$ cat src/hw/aesri_pkg.sv
// Package: register map, field layout and types of the cipher register block
package aesri_pkg;

   localparam logic [8:0] OFF_LENGTH  = 9'h00c;
   localparam logic [8:0] OFF_IRQ_EN  = 9'h010;
   localparam logic [8:0] OFF_STATUS  = 9'h014;
   localparam logic [8:0] OFF_SPARE_A = 9'h018;
   localparam logic [8:0] OFF_SPARE_B = 9'h01c;
   localparam logic [8:0] OFF_CIPHER_KEY_WORD0    = 9'h020;
   localparam logic [8:0] OFF_CIPHER_KEY_WORD1    = 9'h024;
   localparam logic [8:0] OFF_KEY2    = 9'h028;
   localparam logic [8:0] OFF_KEY3    = 9'h02c;
   localparam logic [8:0] OFF_IV0     = 9'h030;
   localparam logic [8:0] OFF_IV1     = 9'h034;
   localparam logic [8:0] OFF_IV2     = 9'h038;
   localparam logic [8:0] OFF_IV3     = 9'h03c;
   localparam logic [8:0] OFF_RES0    = 9'h050;
   localparam logic [8:0] OFF_RES1    = 9'h054;
   localparam logic [8:0] OFF_RES2    = 9'h058;
   localparam logic [8:0] OFF_RES3    = 9'h05c;
   localparam logic [8:0] OFF_CLEAR   = 9'h060;
   localparam logic [8:0] OFF_MEM_LO  = 9'h100;
   localparam logic [8:0] OFF_MEM_HI  = 9'h1fc;

   localparam int          NUM_EVT   = 4;
   localparam int          EVT_ENC   = 0;
   localparam int          EVT_AFAIL = 1;
   localparam int          EVT_DECOK = 2;
   localparam int          EVT_SGL   = 3;
   localparam logic [31:0] WORD_ZERO = 32'h0000_0000;
   localparam logic [3:0]  EVT_ZERO  = 4'h0;
   localparam logic [7:0]  LEN_ZERO  = 8'h00;
   localparam int          MEM_AW    = 6;

   localparam logic [1:0] HTRANS_NONSEQ = 2'h2;
   localparam logic [2:0] HSIZE_WORD    = 3'h2;

   typedef struct packed {
      logic [7:0] payload_len;
      logic [7:0] aad_len;
   } aesri_len_t;

   typedef struct packed {
      logic          wr;
      logic [MEM_AW-1:0] addr;
      logic [31:0]   data;
   } aesri_mem_t;

   typedef enum logic [1:0] {
      ST_IDLE  = 2'b01,
      ST_WRITE = 2'b10
   } aesri_state_t;

endpackage : aesri_pkg

$ cat src/hw/aesri_mem.sv
// Packet memory behind the bus window, registered read port
`timescale 1ns/1ps
module aesri_mem #(
   parameter int AW = 6
) (
   input  wire logic          hclk,
   input  wire aesri_pkg::aesri_mem_t wr_port,
   input  wire logic [AW-1:0] rd_addr,
   output logic [31:0]        rd_data
);

   logic [31:0] mem [2**AW];

   always_ff @(posedge hclk)
   begin
      if (wr_port.wr)
      begin
         mem[wr_port.addr] <= wr_port.data;
      end
      rd_data <= mem[rd_addr];
   end

endmodule : aesri_mem

$ cat src/hw/aesri_regs.sv
// Cipher engine register block: AHB-Lite slave, key, nonce, results, events
`timescale 1ns/1ps
//////////////////////////////////////////////////////////////////////////////
// Notes on behaviour
// - Status bits 0..3 hold four events, rest zero
// - Key built from four words, low word first
// - Words 0x30..0x3C: input block or nonce
// - Result words 0x50..0x5C read-only, reset zero
// - Writes 0x100..0x1FC go into packet memory
// - Offsets 0x18, 0x1C reserved, read zero
// - Four enable bits gate events, reset cleared
module aesri_regs #(
   parameter int MEM_AW = aesri_pkg::MEM_AW
) (
   input  wire logic                 hclk,
   input  wire logic                 hresetn,
   input  wire logic                 hsel,
   input  wire logic [31:0]          haddr,
   input  wire logic [1:0]           htrans,
   input  wire logic                 hwrite,
   input  wire logic [2:0]           hsize,
   input  wire logic [31:0]          hwdata,
   input  wire logic                 hready,
   output logic [31:0]               hrdata,
   output logic                      hreadyout,
   output logic                      hresp,
   output logic [127:0]              cipher_key,
   output logic [127:0]              iv_or_input,
   output aesri_pkg::aesri_len_t     length_cfg,
   input  wire logic                 result_valid,
   input  wire logic [127:0]         result_block,
   input  wire logic [3:0]           event_pulse,
   input  wire logic [MEM_AW-1:0]    eng_mem_addr,
   output logic [31:0]               eng_mem_data,
   output logic                      irq
);

   //////////////////////////////////////////////////////////////////////////
   // Address phase capture
   aesri_pkg::aesri_state_t state_ff;
   aesri_pkg::aesri_state_t nxt_state;
   logic [8:0]              addr_ff;
   logic [8:0]              nxt_addr;
   logic                    rd_ff;
   logic                    nxt_rd;
   logic                    take;

   assign take = hsel && hready && (htrans == aesri_pkg::HTRANS_NONSEQ);

   always_comb
   begin
      nxt_state = aesri_pkg::ST_IDLE;
      nxt_addr  = addr_ff;
      nxt_rd    = 1'b0;
      if (take)
      begin
         nxt_addr = haddr[8:0];
         nxt_rd   = !hwrite;
         if (hwrite)
         begin
            nxt_state = aesri_pkg::ST_WRITE;
         end
      end
   end

   always_ff @(posedge hclk or negedge hresetn)
   begin
      if (!hresetn)
      begin
         state_ff <= aesri_pkg::ST_IDLE;
         addr_ff  <= 9'h000;
         rd_ff    <= 1'b0;
      end
      else
      begin
         state_ff <= nxt_state;
         addr_ff  <= nxt_addr;
         rd_ff    <= nxt_rd;
      end
   end

   logic wr_en;
   assign wr_en     = (state_ff == aesri_pkg::ST_WRITE);
   assign hreadyout = 1'b1;
   assign hresp     = 1'b0;

   //////////////////////////////////////////////////////////////////////////
   // Writable registers
   logic [31:0]          key_ff [4];
   logic [31:0]          nxt_key [4];
   logic [31:0]          iv_ff [4];
   logic [31:0]          nxt_iv [4];
   logic [3:0]           en_ff;
   logic [3:0]           nxt_en;
   aesri_pkg::aesri_len_t len_ff;
   aesri_pkg::aesri_len_t nxt_len;

   always_comb
   begin
      nxt_en  = en_ff;
      nxt_len = len_ff;
      for (int i = 0; i < 4; i++)
      begin
         nxt_key[i] = key_ff[i];
         nxt_iv[i]  = iv_ff[i];
      end
      if (wr_en)
      begin
         for (int i = 0; i < 4; i++)
         begin
            if (addr_ff == aesri_pkg::OFF_CIPHER_KEY_WORD0 + 9'(4 * i))
            begin
               nxt_key[i] = hwdata;
            end
            if (addr_ff == aesri_pkg::OFF_IV0 + 9'(4 * i))
            begin
               nxt_iv[i] = hwdata;
            end
         end
         if (addr_ff == aesri_pkg::OFF_IRQ_EN)
         begin
            nxt_en = hwdata[aesri_pkg::NUM_EVT-1:0];
         end
         if (addr_ff == aesri_pkg::OFF_LENGTH)
         begin
            nxt_len = hwdata[$bits(aesri_pkg::aesri_len_t)-1:0];
         end
      end
   end

   always_ff @(posedge hclk or negedge hresetn)
   begin
      if (!hresetn)
      begin
         for (int i = 0; i < 4; i++)
         begin
            key_ff[i] <= aesri_pkg::WORD_ZERO;
            iv_ff[i]  <= aesri_pkg::WORD_ZERO;
         end
         en_ff  <= aesri_pkg::EVT_ZERO;
         len_ff <= {aesri_pkg::LEN_ZERO, aesri_pkg::LEN_ZERO};
      end
      else
      begin
         key_ff <= nxt_key;
         iv_ff  <= nxt_iv;
         en_ff  <= nxt_en;
         len_ff <= nxt_len;
      end
   end

   assign cipher_key  = {key_ff[3], key_ff[2], key_ff[1], key_ff[0]};
   assign iv_or_input = {iv_ff[3], iv_ff[2], iv_ff[1], iv_ff[0]};
   assign length_cfg  = len_ff;

   //////////////////////////////////////////////////////////////////////////
   // Results and sticky events
   logic [127:0] res_ff;
   logic [127:0] nxt_res;
   logic [3:0]   sts_ff;
   logic [3:0]   nxt_sts;
   logic [3:0]   clr;

   always_comb
   begin
      clr = aesri_pkg::EVT_ZERO;
      if (wr_en && addr_ff == aesri_pkg::OFF_CLEAR)
      begin
         clr = hwdata[aesri_pkg::NUM_EVT-1:0];
      end
      nxt_sts = (sts_ff & ~clr) | event_pulse;
      nxt_res = result_valid ? result_block : res_ff;
   end

   always_ff @(posedge hclk or negedge hresetn)
   begin
      if (!hresetn)
      begin
         res_ff <= {4{aesri_pkg::WORD_ZERO}};
         sts_ff <= aesri_pkg::EVT_ZERO;
      end
      else
      begin
         res_ff <= nxt_res;
         sts_ff <= nxt_sts;
      end
   end

   assign irq = |(sts_ff & en_ff);

   //////////////////////////////////////////////////////////////////////////
   // Packet memory window
   aesri_pkg::aesri_mem_t mem_wr;
   logic                  in_window;
   logic [31:0]           mem_rd;

   assign in_window = (addr_ff >= aesri_pkg::OFF_MEM_LO)
                   && (addr_ff <= aesri_pkg::OFF_MEM_HI);

   always_comb
   begin
      mem_wr.wr   = wr_en && in_window;
      mem_wr.addr = addr_ff[MEM_AW+1:2];
      mem_wr.data = hwdata;
   end

   aesri_mem #(
      .AW(MEM_AW)
   ) u_mem (
      .hclk    (hclk),
      .wr_port (mem_wr),
      .rd_addr (eng_mem_addr),
      .rd_data (mem_rd)
   );

   assign eng_mem_data = mem_rd;

   //////////////////////////////////////////////////////////////////////////
   // Read data, registered at the data phase start
   logic [31:0] rdata_ff;
   logic [31:0] nxt_rdata;

   always_comb
   begin
      nxt_rdata = aesri_pkg::WORD_ZERO;
      if (take && !hwrite)
      begin
         unique case (haddr[8:0])
            aesri_pkg::OFF_LENGTH:  nxt_rdata = 32'(len_ff);
            aesri_pkg::OFF_IRQ_EN:  nxt_rdata = 32'(en_ff);
            aesri_pkg::OFF_STATUS:  nxt_rdata = 32'(sts_ff);
            aesri_pkg::OFF_CIPHER_KEY_WORD0:    nxt_rdata = key_ff[0];
            aesri_pkg::OFF_CIPHER_KEY_WORD1:    nxt_rdata = key_ff[1];
            aesri_pkg::OFF_KEY2:    nxt_rdata = key_ff[2];
            aesri_pkg::OFF_KEY3:    nxt_rdata = key_ff[3];
            aesri_pkg::OFF_IV0:     nxt_rdata = iv_ff[0];
            aesri_pkg::OFF_IV1:     nxt_rdata = iv_ff[1];
            aesri_pkg::OFF_IV2:     nxt_rdata = iv_ff[2];
            aesri_pkg::OFF_IV3:     nxt_rdata = iv_ff[3];
            aesri_pkg::OFF_RES0:    nxt_rdata = res_ff[31:0];
            aesri_pkg::OFF_RES1:    nxt_rdata = res_ff[63:32];
            aesri_pkg::OFF_RES2:    nxt_rdata = res_ff[95:64];
            aesri_pkg::OFF_RES3:    nxt_rdata = res_ff[127:96];
            default:                nxt_rdata = aesri_pkg::WORD_ZERO;
         endcase
      end
   end

   always_ff @(posedge hclk or negedge hresetn)
   begin
      if (!hresetn)
      begin
         rdata_ff <= aesri_pkg::WORD_ZERO;
      end
      else
      begin
         rdata_ff <= nxt_rdata;
      end
   end

   assign hrdata = rd_ff ? rdata_ff : aesri_pkg::WORD_ZERO;

endmodule : aesri_regs

$ cat config.mk
export PLATFORM = sky130hd
export DESIGN_NAME = aesri_regs
export DESIGN_NICKNAME = d
export VERILOG_FILES = /design/src/hw/aesri_pkg.sv /design/src/hw/aesri_mem.sv /design/src/hw/aesri_regs.sv
export SDC_FILE = /design/constraint.sdc
export NUM_CORES = 2
export LEC_CHECK = 0
export BUFFER_PORTS_ARGS = -buffer_cell sky130_fd_sc_hd__buf_2
export CORE_MARGIN = 4
export CORE_UTILIZATION = 55
export CTS_CLUSTER_SIZE = 20
export DETAILED_ROUTE_END_ITERATION = 10
export GPL_TIMING_DRIVEN = 0
export MAX_ROUTING_LAYER = met4
export PLACE_DENSITY_LB_ADDON = 0.25
export SLEW_MARGIN = 40
export SYNTH_ARGS = -nofsm -noshare
export SYNTH_HDL_FRONTEND = slang
export SYNTH_SLANG_ARGS = --single-unit
$ cat constraint.sdc
create_clock -name hclk -period 4.3 [get_ports hclk]
set_input_delay 0.43 -clock hclk [delete_from_list [all_inputs] [get_ports hclk]]
set_output_delay 0.43 -clock hclk [all_outputs]
set_load 0.01 [all_outputs]
== Yosys cells after proc, flatten, opt, wreduce, memory -nomap -nowiden ==
Memory sizes are Yosys's and may differ from the RTL's. A register that Yosys moved wholly into a read port is not among the register bits.
Index checks and enable logic that the tools add are counted.

* Flip-flop bits (word level): 452
* Bits in writable memories: 2,048
* Output and inout port bits: 339
* Memories: 1

{| class="wikitable"
|+ Memories
! name !! depth !! bits a word !! rd ports !! clocked after Yosys merged registers in !! write ports !! RTL line !! text
|-
| u_mem.mem || 64 || 32 || 1 || 1 || 1 || aesri_mem.sv:12 || <nowiki>logic [31:0] mem [2**AW];</nowiki>
|}

* $lt $le $gt $ge: 2
* Equal/unequal tests: 28
* Muxes and demuxes: 9
* Bitwise logic cells: 4
* Reductions and logical operators: 18

{| class="wikitable"
|+ Operator list
! kind !! number
|-
| $pmux 32 s15 || 1
|-
| $eq 9x6->1 const B || 16
|-
| $mux 32 || 2
|-
| $eq 9x7->1 const B || 5
|-
| $eq 9x5->1 const B || 3
|-
| $reduce_and 2->1 || 10
|-
| $eq 9x4->1 const B || 2
|-
| $ge 9x9->1 const B || 1
|-
| $le 9x9->1 const B || 1
|-
| $and 4x4->4 || 2
|-
| $logic_and 1x1->1 || 6
|-
| $eq 2x2->1 const B || 2
|-
| $mux 2 || 2
|-
| $mux 4 || 1
|-
| $not 4->4 || 1
|-
| $or 4x4->4 || 1
|-
| $reduce_or 4->1 || 1
|-
| $mux 1 || 3
|-
| $logic_not 1->1 || 1
|}

== Depth between registers and ports, before layout ==
* Word-level depth: 6
* Mapped depth: 11

== Hierarchy ==
Synthesis repeated with hierarchy kept, for this count alone.

* Cell total of the unflattened synthesis: 4,892
* Area, all modules: 99,111.3 µm²

{| class="wikitable"
|+ By module, submodules not included
! module !! times used !! cells an instance !! area each (µm²) !! sequential area each (µm²)
|-
| aesri_mem || 1 || 3,324 || 78,515.3 || 62,139.6
|-
| aesri_regs || 1 || 1,568 || 20,596.0 || 11,312.1
|}

== Least setup slack after synthesis ==
Ideal clock, no wire load.

* Path type: register to register
* From: reg state_ff[0]
* To: mem u_mem.mem[63][0], enable pin
* Setup time: 0.502 ns
* Arrival time: 3.979 ns
* Data required time: 3.798 ns
* Path slack: -0.182 ns
* Cell stages (with the launch flop): 5
* Clock period less this slack: 4.482 ns
* Cell sequence: dfstp_2 and3b_1 and2_1 nand3_1 nor4_1

* Word-level cells in the longest chain between the ends: 4

{| class="wikitable"
|+ Ends and longest elaborated chain
! what !! RTL line !! text
|-
| start: declaration || aesri_regs.sv:40 || <nowiki>aesri_pkg::aesri_state_t state_ff;</nowiki>
|-
| start signal: assignment || aesri_regs.sv:70 || <nowiki>state_ff <= aesri_pkg::ST_IDLE;</nowiki>
|-
| start signal: assignment || aesri_regs.sv:76 || <nowiki>state_ff <= nxt_state;</nowiki>
|-
| $eq 2x2->1 || aesri_regs.sv:83 || <nowiki>assign wr_en = (state_ff == aesri_pkg::ST_WRITE);</nowiki>
|-
| $logic_and 1x1->1 || aesri_regs.sv:202 || <nowiki>mem_wr.wr = wr_en && in_window;</nowiki>
|-
| $mux 1 || aesri_mem.sv:16 || <nowiki>if (wr_port.wr)</nowiki>
|-
| $mux 1 (not written as such) || aesri_mem.sv:18 || <nowiki>mem[wr_port.addr] <= wr_port.data;</nowiki>
|-
| end: declaration || aesri_mem.sv:12 ||
|}

Every way passes these cells.

== Worst setup path after layout ==
* From: reg addr_ff[7]
* To: reg iv_ff, in the netlist iv_or_input[75]

* Word-level cells in the longest chain between the ends: 2

{| class="wikitable"
|+ Ends and longest elaborated chain
! what !! RTL line !! text
|-
| start: declaration || aesri_regs.sv:42 || <nowiki>logic [8:0] addr_ff;</nowiki>
|-
| start signal: assignment || aesri_regs.sv:77 || <nowiki>addr_ff <= nxt_addr;</nowiki>
|-
| $eq 9x6->1 || aesri_regs.sv:115 || <nowiki>if (addr_ff == aesri_pkg::OFF_IV0 + 9'(4 * i))</nowiki>
|-
| $reduce_and 2->1 (no line) || -- ||
|-
| end signal: indexed assignment || aesri_regs.sv:138 || <nowiki>iv_ff[i] <= aesri_pkg::WORD_ZERO;</nowiki>
|-
| end signal: assignment || aesri_regs.sv:146 || <nowiki>iv_ff <= nxt_iv;</nowiki>
|-
| end: declaration || aesri_regs.sv:91 || <nowiki>logic [31:0] iv_ff [4];</nowiki>
|}

Every way passes these cells.
A chain may end at the register's enable or synchronous reset.

==> out/results.env <==
RUN_STATUS='finished with violations'
FAILING_CHECKS='negative hold slack'
NUMCLOCKSINKS=2532
START_KIND='flop'
DESIGN_AREA_UM2=119000
YOSYS_REGISTER_BITS=2532
DETAILEDROUTE.FIRSTITERATIONVIOLATIONS=8804
DRTPASS1ITERATIONS=6
TIMING_MAX_TRANSITION_VIOLATIONS_FINAL=0
TIMING.FINAL.HOLD_VIOLATIONS=3
FF2FF_PATH_DEPTH=7
IO_BUFFER_COUNT=516
WORST_SLEW_MARGIN_REL_PCT=37.5
CTS.ROOT.BUFFER_CELL='sky130_fd_sc_hd__clkbuf_16'
MAX-VDD-IR-DROP_mV=0.474
ADDER_CELL_SHARE_OF_THE_SYNTHESIZED_AREA_PCT=0
POST_SYNTH_XOR_AREA_FRACTION_PCT=0
AVGSYNTHCELLAREA_UM2=20.6
POWER.DENSITY_CELL_AREA_nW_PER_UM2=442
GRT_REMAINING_OVERFLOW=0
SYNTH_ENABLE_FLOP_CELLS=2048
LAYOUT.CELLS.MOST_COMMON_LIST='2,048 x sky130_fd_sc_hd__edfxtp_1, 572 x sky130_fd_sc_hd__buf_2, 544 x sky130_fd_sc_hd__mux4_2'
CRIT_START='addr_ff[7]$_DFFE_PN0P_'
DP_CELLS=7836
SYNTHDISTINCTLIBCELLS=76
REGTOREGSETUPSLACK_NS=0.82
CTSHTREEMAXLEVEL=5
WORSTREG2REGSTART='addr_ff[7]$_DFFE_PN0P_'
FILLERS=11400
YOSYS_WARNINGS=0
NUMBER_OF_NETS_IN_THE_LAYOUT=6128
SYNTH.MUX.AREA_FRACTION_PCT=18.4
WIRELENGTH_MM=343
HOLD_SLACK_NS=-0.00362
SYNTHARSTFLOPSHARE_PCT=17.9
CTS_MAX_PATH_BUFFERS=4
GRT_MAX_DEGREE=76
SYNTH_FLOP_CELL='sky130_fd_sc_hd__edfxtp_1'
GRT_PASS1_WL_MM=471
MAPPEDNETLISTAREA_UM2=98800
LEAKAGE_nW=42.5
LAYOUT_AREA_GROWTH_OVER_SYNTHESIS_PCT=20.4
DESIGN.CORE.AREA_UM2=179000
ANTENNA_VIOLATIONS_BEFORE_REPAIR=22
CP.ARRIVAL_NS=4.26
SETUP_VIOLATIONS=0
NUMBER_OF_DESIGN_RULE_VIOLATIONS_LEFT_AFTER_DETAIL_ROUTING=0
GPL.FINAL_WEIGHTED_CONGESTION=0.989
FINAL_CELL_COUNT_NO_FILL=8493
ANT_NETS=0
INITIAL_CORE_UTILIZATION_PCT=55.3
CRITICAL_PATH_CLASS='flop to flop'
CRIT_REQUIRED_NS=5.08
FIN_CRIT_SHARE_PCT=80.9
GRT_SETUP_UNREPAIRED='false'
DETAILROUTE.VIA_COUNT=58100
LAYOUT-DRIVE-GT1-SHARE_PCT=37.3
POST-LAYOUT-TOTAL-POWER_mW=52.6
CLKLATENCYLATEPIN_NS=0.93
GLOBAL_ROUTE.USAGE.TOTAL_PCT=38.1
TRITONCTS_BUFFER_COUNT=275
SYNTHSIMPLEGATEAREAFRAC_PCT=2.03
PLACEMENT.CELL_AREA_UM2=109000
FINISH.UTILIZATION_PCT=66.6
VIAS_PER_CELL=6.84
POST_SYNTH_INST_COUNT=4789
CLOCK_TREE_FROM_TRITONCTS='yes'
CTS_POST_SETUP_BUFFERS_INSERTED=0
POSTSYNTHNETCOUNT=5002
MAXCLOCKFREQUENCY_MHz=287
ROWS=155
SYNTH_COMPOUND_GATE_AREA_SHARE_PCT=3.67
CRITICAL_PATH.MAX_FANOUT=10
HOLD_CLASS='input pin to flop'
FP.DIEAREA_UM2=186000
FIRST_GLOBAL_VIAS=58100
LAYOUT.CELLS.MOST_COMMON='sky130_fd_sc_hd__edfxtp_1'
DPL.HPWL_MM=238
WORST_SLEW_PIN_SLEW_NS=0.937
CRIT_END='iv_or_input[75]$_DFFE_PN0P_'
FINALWORSTPATHREQUIREDPERIOD_NS=3.48
CLK_PIN_SLEW_WORST_PATHS_NS=0.06
CTS_RESIZED=0
FINAL.SETUP_SKEW_NS=0.0413
TIMING.RR.END='iv_or_input[75]$_DFFE_PN0P_'
COMBINATIONAL_FAMILY_WITH_THE_MOST_AREA_AFTER_SYNTHESIS='multiplexers'
AVERAGE_WIRE_PER_STANDARD_CELL_UM=40.4
IO_PINS=552
CAP_VIOLATIONS=0
DIE_HEIGHT_UM=432
YOSYSSEQAREASHARE_PCT=74.3
FP.DIEW_UM=432
SETUP.WORST_PATH.END_CLASS='flop'
-- metal layers --
| metal | GRT usage [%] | vias to the layer above | wire [um] |
|---|---|---|---|
| met5 | - | - | 0 |
| met4 | 23.0 | 0 | 26900 |
| met3 | 10.0 | 1082 | 39700 |
| met2 | 56.6 | 4446 | 158000 |
| met1 | 47.6 | 30400 | 118000 |
| li1 | - | 22100 | - |
-- repair_timing --
item                                    CTS  global route
hold endpoints to repair                463           108
endpoints found under the setup margin    0             0
hold buffers                            143             6
-- cell usage after synthesis (4+ instances only) --
master	n	area, um^2
sky130_fd_sc_hd__o22a_1	5	43.8
sky130_fd_sc_hd__nand3b_1	8	60.1
sky130_fd_sc_hd__o221ai_1	13	114
sky130_fd_sc_hd__nor2b_1	28	175
sky130_fd_sc_hd__mux2_2	329	3700
sky130_fd_sc_hd__mux2_1	96	1080
sky130_fd_sc_hd__buf_6	25	282
sky130_fd_sc_hd__a221oi_1	30	263
sky130_fd_sc_hd__dfrtp_1	451	11300
sky130_fd_sc_hd__buf_4	49	368
sky130_fd_sc_hd__a22oi_1	143	1070
sky130_fd_sc_hd__inv_1	5	18.8
sky130_fd_sc_hd__a21o_1	12	90.1
sky130_fd_sc_hd__clkbuf_1	117	439
sky130_fd_sc_hd__mux4_2	544	12300
sky130_fd_sc_hd__edfxtp_1	2048	61500
sky130_fd_sc_hd__and3_1	12	75.1
sky130_fd_sc_hd__nor2_1	120	450
sky130_fd_sc_hd__a21oi_1	48	240
sky130_fd_sc_hd__o21ai_0	27	135
sky130_fd_sc_hd__buf_2	76	380
sky130_fd_sc_hd__a32oi_1	5	43.8
sky130_fd_sc_hd__a211oi_1	39	293
sky130_fd_sc_hd__or3b_2	4	35.0
sky130_fd_sc_hd__a22o_1	39	342
sky130_fd_sc_hd__dfxtp_1	32	641
sky130_fd_sc_hd__mux2i_1	111	1110
sky130_fd_sc_hd__o22ai_1	46	288
sky130_fd_sc_hd__a31oi_1	20	125
sky130_fd_sc_hd__and2_1	40	250
sky130_fd_sc_hd__nand3_1	17	85.1
sky130_fd_sc_hd__nand2b_1	7	43.8
sky130_fd_sc_hd__nor3_2	11	110
sky130_fd_sc_hd__a222oi_1	13	130
sky130_fd_sc_hd__nand2_1	86	323
sky130_fd_sc_hd__a2111oi_0	7	61.3
sky130_fd_sc_hd__buf_1	18	67.6
sky130_fd_sc_hd__a211o_1	12	105
sky130_fd_sc_hd__o31a_1	5	43.8
sky130_fd_sc_hd__nor4_1	6	37.5
sky130_fd_sc_hd__nor3_1	22	110
sky130_fd_sc_hd__nor2_2	5	31.3
-- how the worst min path moves through the flow --
| stage | start | to | slack (ns) | cells past startpoint |
|---|---|---|---|---|
| 5_1_grt | hwdata[20] | u_mem.mem[44][20]$_DFFE_PP_ | 0.01 | 1 |
| 3_3_place_gp | res_ff[92]$_DFFE_PN0P_ | res_ff[92]$_DFFE_PN0P_ | 0.48 | 1 |
| 6_report | hwdata[16] | u_mem.mem[7][16]$_DFFE_PP_ | -0.004 | 1 |
| 2_1_floorplan | hresetn | addr_ff[0]$_DFFE_PN0P_ | 0.13 | 0 |
| 4_1_cts | haddr[2] | rdata_ff[8]$_DFF_PN0_ | 0.003 | 4 |
| 3_5_place_dp | hresetn | cipher_key[125]$_DFFE_PN0P_ | 0.41 | 1 |
-- registers in the layout (all words and copies together) (netlist names) --
register	flops
u_mem.rd_data	32
u_mem.mem	2048
res_ff	128
sts_ff	4
en_ff	4
rdata_ff	32
state_ff	2
cipher_key	128
addr_ff	9
length_cfg	16
rd_ff	1
iv_or_input	128
-- kinds of logic (layout without fill, tap and decap cells) --
logic type	after synthesis	count (layout)
DFF	2532	2532
buffers and inverters	292	1613
other	2	30
and+or+nand+nor	391	391
AOI/OAI and AO/OA	492	492
muxes	1080	1080
-- final cells by class --
cell class                      count  area, um^2  area share (%)
Inverter                            7        26.3          0.0221
Antenna cell                       28        70.1          0.0589
Clock inverter                    104         882           0.741
Multi-Input combinational cell   1965       24500            20.6
Timing Repair Buffer              849        7910            6.65
Sequential cell                  2532       73500            61.7
Tap cell                         2355        2950            2.48
Clock buffer                      368        7560            6.36
Buffer                            285        1620            1.37
-- per-stage QoR --
step                setup slack [ns]  setup TNS, ns
detailed placement            0.0951              0
finish                         0.819              0
floorplan                       1.14              0
CTS                            0.889              0
global route                   0.777              0
global placement               -6.65       -4457.50
-- worst max-delay path: stages, from the launching register on --
cell and delay [ns]:
sky130_fd_sc_hd__dfrtp_1 0.36, sky130_fd_sc_hd__clkbuf_1 0.24, sky130_fd_sc_hd__or3b_1 0.64, sky130_fd_sc_hd__or2_0 0.27, sky130_fd_sc_hd__clkbuf_1 0.26, sky130_fd_sc_hd__nor3_2 0.57
sky130_fd_sc_hd__buf_2 0.60, sky130_fd_sc_hd__mux2_2 0.41
-- report_power, final --
group | switching [mW] | total, mW | internal [mW]
Sequential | 0.181 | 26.9 | 26.7
Combinational | 1.95 | 3.04 | 1.09
Clock | 9.45 | 22.7 | 13.2
Power figures use the tool's default switching activity.
